<file path="config.mk">
export PLATFORM = sky130hd
export DESIGN_NAME = fpc_op_class
export DESIGN_NICKNAME = d
export VERILOG_FILES = /design/src/inc/fpc_pkg.sv /design/src/rtl/fpc_cond_eval.sv /design/src/rtl/fpc_op_class.sv
export SDC_FILE = /design/constraint.sdc
export NUM_CORES = 1
export LEC_CHECK = 0
export BUFFER_PORTS_ARGS = -buffer_cell sky130_fd_sc_hd__buf_4
export CAP_MARGIN = 30
export CORE_AREA = 2 2 475 477
export DETAILED_ROUTE_END_ITERATION = 6
export DIE_AREA = 0 0 477 479
export RECOVER_POWER = 100
export SLEW_MARGIN = 25
export SYNTH_ARGS = -nofsm -noshare
export SYNTH_HDL_FRONTEND = slang
export SYNTH_SLANG_ARGS = --single-unit
</file>
<file path="constraint.sdc">
create_clock -name clk_i -period 7.7 [get_ports clk_i]
set_input_delay 2.31 -clock clk_i [delete_from_list [all_inputs] [get_ports clk_i]]
set_output_delay 2.31 -clock clk_i [all_outputs]
set_load 0.05 [all_outputs]
</file>
<file path="src/inc/fpc_pkg.sv">
// package: opcodes, condition codes and command structs for the op-class block
package fpc_pkg;
   // ===================================================
   // widths
   localparam int NREG = 8;
   localparam int XW = 96;
   localparam int MW = 80;
   localparam int HW = 32;
   // ===================================================
   // operation classes
   typedef enum logic [1:0] {
      FPC_CLS_MOVEM,
      FPC_CLS_MONADIC,
      FPC_CLS_DYADIC,
      FPC_CLS_COND
   } fpc_cls_t;
   // operand sources
   typedef enum logic [1:0] {
      FPC_SRC_FPREG,
      FPC_SRC_MEM,
      FPC_SRC_HOSTREG
   } fpc_src_t;
   // ===================================================
   // monadic operation codes
   localparam logic [5:0] OP_ABS = 6'h18;
   localparam logic [5:0] OP_ACOS = 6'h1c;
   localparam logic [5:0] OP_ASIN = 6'h0c;
   localparam logic [5:0] OP_ATAN = 6'h0a;
   localparam logic [5:0] OP_ATANH = 6'h0d;
   localparam logic [5:0] OP_COS = 6'h1d;
   localparam logic [5:0] OP_COSH = 6'h19;
   localparam logic [5:0] OP_ETOX = 6'h10;
   localparam logic [5:0] OP_ETOXM1 = 6'h08;
   localparam logic [5:0] OP_GETEXP = 6'h1e;
   localparam logic [5:0] OP_GETMAN = 6'h1f;
   localparam logic [5:0] OP_INT = 6'h01;
   localparam logic [5:0] OP_TRUNC_INT = 6'h03;
   localparam logic [5:0] OP_LOG10 = 6'h15;
   localparam logic [5:0] OP_LOG2 = 6'h16;
   localparam logic [5:0] OP_LOGN = 6'h14;
   localparam logic [5:0] OP_LOG_1PX = 6'h06;
   localparam logic [5:0] OP_NEG = 6'h1a;
   localparam logic [5:0] OP_SIN = 6'h0e;
   localparam logic [5:0] OP_SIN_COS = 6'h30;
   localparam logic [5:0] OP_SINH = 6'h02;
   localparam logic [5:0] OP_SQRT = 6'h04;
   localparam logic [5:0] OP_TAN = 6'h0f;
   localparam logic [5:0] OP_TANH = 6'h09;
   localparam logic [5:0] OP_TENTOX = 6'h12;
   localparam logic [5:0] OP_TEST = 6'h3a;
   localparam logic [5:0] OP_TWOTOX = 6'h11;
   // dyadic operation codes
   localparam logic [5:0] OP_ADD = 6'h22;
   localparam logic [5:0] OP_CMP = 6'h38;
   localparam logic [5:0] OP_DIV = 6'h20;
   localparam logic [5:0] OP_MOD = 6'h21;
   localparam logic [5:0] OP_MUL = 6'h23;
   localparam logic [5:0] OP_REM = 6'h25;
   localparam logic [5:0] OP_SCALE = 6'h26;
   localparam logic [5:0] OP_SGL_DIV = 6'h24;
   localparam logic [5:0] OP_SGL_MUL = 6'h27;
   localparam logic [5:0] OP_SUB = 6'h28;
   // ===================================================
   // condition code bit positions (n z i nan)
   localparam int CC_NAN = 0;
   localparam int CC_I = 1;
   localparam int CC_Z = 2;
   localparam int CC_N = 3;
   // predicate field: bit 4 marks a signaling specifier
   localparam int PRED_SIG = 4;
   localparam logic [7:0] XBYTE_RST = 8'h00;
   localparam int XB_UNORD = 7;
   // ===================================================
   // command from the host side
   typedef struct packed {
      fpc_cls_t cls;
      logic [5:0] op;
      fpc_src_t src;
      logic [2:0] src_reg;
      logic [2:0] dst_reg;
      logic one_reg;
      logic to_mem;
      logic dyn_mask;
      logic [7:0] static_mask;
      logic [4:0] pred;
   } fpc_cmd_t;
   // request to the arithmetic unit
   typedef struct packed {
      logic [5:0] op;
      logic [MW-1:0] opa;
      logic [MW-1:0] opb;
      logic [2:0] dst;
      logic [2:0] dst2;
      logic pair;
   } fpc_alu_req_t;
endpackage

</file>
<file path="src/rtl/fpc_cond_eval.sv">
// condition evaluator: 32 predicates on the condition code nibble
`timescale 1ns/1ns
module fpc_cond_eval
   import fpc_pkg::*;
(
   // predicate and codes
   input wire logic [4:0] pred_i,
   input wire logic [3:0] cc_i,
   // answer
   output logic true_o,
   output logic unord_o
);
   // ===================================================
   // base terms
   wire n = cc_i[CC_N];
   wire z = cc_i[CC_Z];
   wire u = cc_i[CC_NAN];
   wire [15:0] tbl;
   // ===================================================
   // sixteen predicate values, repeated for signaling half
   assign tbl[0] = 1'b0;
   assign tbl[1] = z;
   assign tbl[2] = ~(u | z | n);
   assign tbl[3] = z | ~(u | n);
   assign tbl[4] = n & ~(u | z);
   assign tbl[5] = z | (n & ~u);
   assign tbl[6] = ~(u | z);
   assign tbl[7] = ~u;
   assign tbl[8] = u;
   assign tbl[9] = u | z;
   assign tbl[10] = u | ~(n | z);
   assign tbl[11] = u | ~n | z;
   assign tbl[12] = u | (n & ~z);
   assign tbl[13] = u | z | n;
   assign tbl[14] = ~z;
   assign tbl[15] = 1'b1;
   assign true_o = tbl[pred_i[3:0]];
   assign unord_o = pred_i[PRED_SIG] & u;
endmodule

</file>
<file path="src/rtl/fpc_op_class.sv">
// operation-class decoder: move multiple, monadic, dyadic, conditions
`timescale 1ns/1ns
module fpc_op_class
   import fpc_pkg::*;
(
   // clock and reset
   input wire logic clk_i,
   input wire logic rst_i,
   input wire logic ce_i,
   // command from host
   input wire logic cmd_valid_i,
   input wire fpc_cmd_t cmd_i,
   input wire logic [7:0] host_mask_i,
   input wire logic [MW-1:0] host_data_i,
   input wire logic [3:0] cc_i,
   // data register file view
   input wire logic [NREG*MW-1:0] fp_regs_i,
   // memory word stream, host-side
   input wire logic mem_valid_i,
   input wire logic [XW-1:0] mem_data_i,
   // outputs
   output logic busy_o,
   output logic mm_wr_o,
   output logic mm_rd_o,
   output logic [2:0] mm_reg_o,
   output logic [XW-1:0] mm_data_o,
   output logic reg_we_o,
   output logic [2:0] reg_wsel_o,
   output logic [MW-1:0] reg_wdata_o,
   output logic alu_valid_o,
   output fpc_alu_req_t alu_o,
   output logic cond_valid_o,
   output logic cond_true_o,
   output logic [7:0] xbyte_o,
   output logic bad_op_o
);
   // ===================================================
   // state
   typedef enum logic [1:0] {FPC_IDLE, FPC_MOVE} fpc_st_t;
   fpc_st_t st_r, st_nxt;
   logic [7:0] mask_r, mask_nxt;
   logic to_mem_r;
   // ===================================================
   // decoding
   wire is_go = ce_i & cmd_valid_i & (st_r == FPC_IDLE);
   wire [7:0] sel_mask = cmd_i.dyn_mask ? host_mask_i
                                        : cmd_i.static_mask;
   // lowest pending register, one hot to index
   logic [2:0] low_idx;
   logic [7:0] low_bit;
   always_comb begin
      low_idx = 3'h0;
      low_bit = 8'h00;
      for (int i = NREG - 1; i >= 0; i--) begin
         if (mask_r[i]) begin
            low_idx = 3'(i);
            low_bit = 8'h01 << i;
         end
      end
   end
   wire [MW-1:0] fp_low = fp_regs_i[low_idx*MW +: MW];
   wire [MW-1:0] fp_src = fp_regs_i[cmd_i.src_reg*MW +: MW];
   wire [MW-1:0] fp_dst = fp_regs_i[cmd_i.dst_reg*MW +: MW];
   wire [MW-1:0] opa = (cmd_i.src == FPC_SRC_FPREG) ?
                       (cmd_i.one_reg ? fp_dst : fp_src) :
                       (cmd_i.src == FPC_SRC_MEM) ?
                       mem_data_i[MW-1:0] : host_data_i;
   // op-set membership
   logic mon_ok, dya_ok;
   always_comb begin
      unique case (cmd_i.op)
         OP_ABS, OP_ACOS, OP_ASIN, OP_ATAN, OP_ATANH, OP_COS, OP_COSH,
         OP_ETOX, OP_ETOXM1, OP_GETEXP, OP_GETMAN, OP_INT, OP_TRUNC_INT,
         OP_LOG10, OP_LOG2, OP_LOGN, OP_LOG_1PX, OP_NEG, OP_SIN, OP_SIN_COS,
         OP_SINH, OP_SQRT, OP_TAN, OP_TANH, OP_TENTOX, OP_TEST,
         OP_TWOTOX: mon_ok = 1'b1;
         default: mon_ok = 1'b0;
      endcase
      unique case (cmd_i.op)
         OP_ADD, OP_CMP, OP_DIV, OP_MOD, OP_MUL, OP_REM, OP_SCALE,
         OP_SGL_DIV, OP_SGL_MUL, OP_SUB: dya_ok = 1'b1;
         default: dya_ok = 1'b0;
      endcase
   end
   wire src_wait = (cmd_i.src == FPC_SRC_MEM) & ~mem_valid_i;
   wire do_mon = is_go & (cmd_i.cls == FPC_CLS_MONADIC) & ~src_wait;
   wire do_dya = is_go & (cmd_i.cls == FPC_CLS_DYADIC) & ~src_wait;
   wire do_cond = is_go & (cmd_i.cls == FPC_CLS_COND);
   wire do_mm = is_go & (cmd_i.cls == FPC_CLS_MOVEM) & (sel_mask != 8'h00);
   // condition evaluation
   logic c_true, c_unord;
   fpc_cond_eval u_cond (
      .pred_i(cmd_i.pred),
      .cc_i(cc_i),
      .true_o(c_true),
      .unord_o(c_unord)
   );
   // move step
   wire mm_step = ce_i & (st_r == FPC_MOVE) & (to_mem_r | mem_valid_i);
   wire [7:0] mask_left = mask_r & ~low_bit;
   always_comb begin
      st_nxt = st_r;
      mask_nxt = mask_r;
      if (do_mm) begin
         st_nxt = FPC_MOVE;
         mask_nxt = sel_mask;
      end else if (mm_step) begin
         mask_nxt = mask_left;
         if (mask_left == 8'h00) begin
            st_nxt = FPC_IDLE;
         end
      end
   end
   // ===================================================
   // registers
   always_ff @(posedge clk_i) begin
      if (rst_i) begin
         st_r <= FPC_IDLE;
         mask_r <= 8'h00;
         to_mem_r <= 1'b0;
      end else if (ce_i) begin
         st_r <= st_nxt;
         mask_r <= mask_nxt;
         if (do_mm) begin
            to_mem_r <= cmd_i.to_mem;
         end
      end
   end
   // move-multiple transfer outputs, raw images
   always_ff @(posedge clk_i) begin
      if (rst_i) begin
         mm_wr_o <= 1'b0;
         mm_rd_o <= 1'b0;
         mm_reg_o <= 3'h0;
         mm_data_o <= '0;
         reg_we_o <= 1'b0;
         reg_wsel_o <= 3'h0;
         reg_wdata_o <= '0;
      end else if (ce_i) begin
         mm_wr_o <= mm_step & to_mem_r;
         mm_rd_o <= mm_step & ~to_mem_r;
         reg_we_o <= mm_step & ~to_mem_r;
         if (mm_step) begin
            mm_reg_o <= low_idx;
            mm_data_o <= {16'h0000, fp_low};
            reg_wsel_o <= low_idx;
            reg_wdata_o <= mem_data_i[MW-1:0];
         end
      end
   end
   // arithmetic dispatch
   always_ff @(posedge clk_i) begin
      if (rst_i) begin
         alu_valid_o <= 1'b0;
         alu_o <= '0;
         bad_op_o <= 1'b0;
      end else if (ce_i) begin
         alu_valid_o <= (do_mon & mon_ok) | (do_dya & dya_ok);
         bad_op_o <= (do_mon & ~mon_ok) | (do_dya & ~dya_ok);
         if (do_mon | do_dya) begin
            alu_o.op <= cmd_i.op;
            alu_o.opa <= opa;
            alu_o.opb <= fp_dst;
            alu_o.dst <= cmd_i.dst_reg;
            alu_o.dst2 <= cmd_i.src_reg;
            alu_o.pair <= do_mon & (cmd_i.op == OP_SIN_COS);
         end
      end
   end
   // condition answer, trap parameter left to host
   always_ff @(posedge clk_i) begin
      if (rst_i) begin
         cond_valid_o <= 1'b0;
         cond_true_o <= 1'b0;
         xbyte_o <= XBYTE_RST;
         busy_o <= 1'b0;
      end else if (ce_i) begin
         cond_valid_o <= do_cond;
         busy_o <= (st_nxt != FPC_IDLE);
         if (do_cond) begin
            cond_true_o <= c_true;
            xbyte_o[XB_UNORD] <= xbyte_o[XB_UNORD] | c_unord;
         end
      end
   end
   // ===================================================
   // assertions
   unord_sig_a: assert property (
      @(posedge clk_i) disable iff (rst_i)
      ce_i && do_cond && cmd_i.pred[PRED_SIG] && cc_i[CC_NAN]
      |=> xbyte_o[XB_UNORD])
      else $error("unordered flag not set");
   unord_quiet_a: assert property (
      @(posedge clk_i) disable iff (rst_i)
      ce_i && do_cond && !cmd_i.pred[PRED_SIG] && !xbyte_o[XB_UNORD]
      |=> !xbyte_o[XB_UNORD])
      else $error("quiet predicate set unordered flag");
   cond_answer_a: assert property (
      @(posedge clk_i) disable iff (rst_i)
      ce_i && do_cond |=> cond_valid_o && cond_true_o == $past(c_true))
      else $error("condition answer wrong");
   cond_range_a: assert property (
      @(posedge clk_i) disable iff (rst_i)
      ce_i && do_cond && cmd_i.pred[3:0] == 4'hf |=> cond_true_o)
      else $error("true predicate false");
   mm_no_exc_a: assert property (
      @(posedge clk_i) disable iff (rst_i)
      st_r == FPC_MOVE |-> !alu_valid_o && !bad_op_o)
      else $error("move multiple raised arithmetic activity");
   mm_image_a: assert property (
      @(posedge clk_i) disable iff (rst_i)
      ce_i && mm_step && to_mem_r |=> mm_data_o == {16'h0000, $past(fp_low)})
      else $error("move image altered");
   mm_done_a: assert property (
      @(posedge clk_i) disable iff (rst_i)
      ce_i && do_mm && cmd_i.to_mem |-> ##[1:9] st_r == FPC_IDLE)
      else $error("move multiple did not finish");
   mon_dst_a: assert property (
      @(posedge clk_i) disable iff (rst_i)
      ce_i && do_mon && cmd_i.one_reg && cmd_i.src == FPC_SRC_FPREG
      |=> alu_o.opa == $past(fp_dst))
      else $error("single register monadic wrong source");
   dya_dst_a: assert property (
      @(posedge clk_i) disable iff (rst_i)
      ce_i && do_dya |=> alu_o.dst == $past(cmd_i.dst_reg))
      else $error("dyadic destination wrong");
   cov_mm_c: cover property (@(posedge clk_i) do_mm && cmd_i.dyn_mask);
   cov_mon_c: cover property (@(posedge clk_i) do_mon && mon_ok);
   cov_dya_c: cover property (@(posedge clk_i) do_dya && dya_ok);
   cov_cond_c: cover property (@(posedge clk_i) do_cond && c_unord);
endmodule

</file>
==> qor.yml <==
clock_network:
  cts_buffer_depth: 3
  clkTransAtPathRegs_ns: 0.06
  cts_tree: "yes"
  cts_max_level: 2
  clock_latency_ns: 0.72
  holdBufCountCts: 0
  post-cts-setup-buffers: 0
  cts_made_buffers: 55
  cts-root-buf: "clkbuf_16"
  cts.sinks: 355
  post_cts_resized: 0
pwr:
  p_int_mw: 4.47
  leakagePower_nw: 14.6
  seqPwrFrac_pct: 27.6
  p_clk_share_pct: 41.7
  power.switching_mw: 2.52
  swShare_pct: 36.0
  comb_power_share_pct: 30.7
  powerDensity_nw_per_um2: 167
  vdd_drop_max_mv: 0.176
cells_and_area:
  area_delta_synth_final_pct: 44.2
  fin_util_pct: 18.8
  fillers: 25100
  drive_gt1_share_pct: 38.4
  nNetsFinal: 4836
sta:
  layout_setup_ws_ns: 1.77
  maxSlewHeadroom_pct: -89.8
  timing.fmax_ghz: 0.169
  setup_viol: 0
  setup_tns_ns: 0
  timing.final.crit_share_pct: 77.1
  rsz0062_at_grt: "false"
  drv_slew: 260
  worst_slew_pin_slew_ns: 2.85
  skew_ns: 0.0333
  hold_viol_final: 0
  period_needed_ns: 5.93
critical_path:
  cp-end-kind: "flop"
  cpMaxStageDelayCell: "clkbuf_2"
  critical_path.top_delay_family: "buffers and inverters"
  critical-path-max-stage-delay_ns: 1.49
  worstPathCellList: "clkbuf_2 > buf_12 > mux4_2 > mux2_2 > a22o_1 > a2111oi_0 > nor3_1"
  worstPathMaxFanout: 48
  crit_required_ns: 8.26
  critical_path_arrival_ns: 6.49
  worst-path-buf-inv: 2
  crit_path_start_kind: "input port"
  critPathKind: "in2reg"
min_path:
  hp-class: "reg2reg"
logic_synthesis:
  yosys_warnings: 0
  syn_inst: 2980
  synth_seq_cells: 355
  syn-cell-area_um2: 29100
  synth_seq_area_share_pct: 24.4
  synthDistinctLibCells: 56
  synth_top_area_share_pct: 27.4
  synthArstFlopShare_pct: 0
  synth_edf_count: 0
  synth_top_area_cell: "mux4_2"
  synthMostInstantiatedCell: "dfxtp_1"
  avgSynthCellArea_um2: 9.77
  synth_commonest_cells: "355 x dfxtp_1, 354 x mux4_2, 342 x nand2_1"
  yosys-top-cells-area: "mux4_2 27%, dfxtp_1 24%, mux2i_1 7.5%"
  yosys_most_used_dff: "dfxtp_1"
die:
  die-area_um2: 228000
  core-area_um2: 224000
  num_rows: 174
  io_pins: 1236
  die_x_um: 477
  die_h_um: 479
  start_util_pct: 13.0
global_routing:
  grt_pass1_vias: 32400
  track_usage_pct: 23.3
  overflow: 0
  antenna_found_initial: 273
  grt_max_degree: 125
  grt_pass1_wl_mm: 351
routing:
  avgViaCountPerCell: 4.90
  wl_per_cell_um: 39.2
  drc: 0
  first_iter_violations: 4193
  vias: 34900
  dr.pass1.iters: 6
  wirelength_mm: 279
  antenna_left: 0
flow_run:
  drv_cap: 5
place:
  post-place-ws_ns: 2.44
  post-dp-hpwl_mm: 224
  portBuffers: 1195
  gp_congestion: 0.950
outcome:
  violations: "max-capacitance violations, max-slew violations"
  outcome: "complete, but fails checks"
kinds of logic after synthesis:
kind of cell             Yosys count  synth area share (%)
XOR/XNOR                           1                0.0301
buffers and inverters            362                  5.57
multiplexers                     706                  40.1
AO/OA/AOI/OAI                    742                  17.7
adder cells (fa/ha/maj)            1                0.0344
AND/OR/NAND/NOR                  812                  12.2
flip-flops                       355                  24.4
other                              1                0.0129
per-layer routing:
metal	routed length (µm)	vias to the layer above	GRT usage (%)
li1	-	13700	-
met1	101000	17300	26.3
met2	113000	2812	33.6
met3	49700	763	16.3
met4	14400	242	9.23
met5	1540	-	0
worst paths after layout:
path / start / end / slack (ns) / depth (start not counted)
max: cmd_i[19] / alu_o[128] / 1.77 / 7
max reg2reg: mask_r[0] / mm_data_o[38] / 3.55 / 7
min: reg_wdata_o[57] / reg_wdata_o[57] / 0.46 / 2
min reg2reg: reg_wdata_o[57] / reg_wdata_o[57] / 0.46 / 2
power by group through the flow:
stage                     Combinational, mW  Clock, mW  Sequential, mW
after global routing                   2.23       3.04            1.93
after global placement                 2.14          0            1.97
after floorplan                       0.992          0            2.13
final                                  2.15       2.92            1.93
after detailed placement               2.17          0            1.97
after CTS                              2.18       3.00            1.93
sequential cells by signal, summed over array words and instances, names as in the netlist, 2 cells and up:
name         cells
alu_o          173
mm_data_o       80
reg_wsel_o       3
reg_wdata_o     80
st_r             2
mask_r           8
final cells by class:
| class | instances | area (µm²) | share of cell area [%] |
|---|---|---|---|
| Clock buffer | 66 | 1490 | 3.55 |
| Multi-Input combinational cell | 2285 | 20500 | 48.9 |
| Inverter | 4 | 22.5 | 0.0537 |
| Antenna cell | 109 | 273 | 0.650 |
| Clock inverter | 34 | 473 | 1.13 |
| Timing Repair Buffer | 1270 | 8350 | 19.9 |
| Sequential cell | 355 | 7110 | 16.9 |
| Tap cell | 2992 | 3740 | 8.92 |
metrics by stage:
stage	total power, mW	cells	hold slack, ns	instance area [µm²]
2_1_floorplan	3.12	3002	0.465	29200
3_3_place_gp	4.10	6900	0.447	41100
3_5_place_dp	4.13	6906	0.448	41200
4_1_cts	7.10	7006	0.456	43200
5_1_grt	7.20	7043	0.474	41800
6_report	6.99	7115	0.455	41900
cells in the final DEF (no fill, tap or decap), types with 93 or more instances in the layout:
cell type / netlist / routed
a211oi_1: 97 / 96
a21oi_1: 187 / 184
buf_4: 32 / 893
clkbuf_1: 230 / 358
dfxtp_1: 355 / 355
diode_2: 0 / 109
mux2_2: 135 / 133
mux2i_1: 217 / 217
mux4_2: 354 / 354
nand2_1: 342 / 338
nand3_1: 109 / 109
nor2_1: 202 / 200
o21ai_0: 129 / 128
o22ai_1: 93 / 93
worst min-delay path, cell delays in order, from the launching register on:
cell and delay (ns):
dfxtp_1 0.31, nand2_1 0.05, a21oi_1 0.05
(Power assumes the default switching activity.)
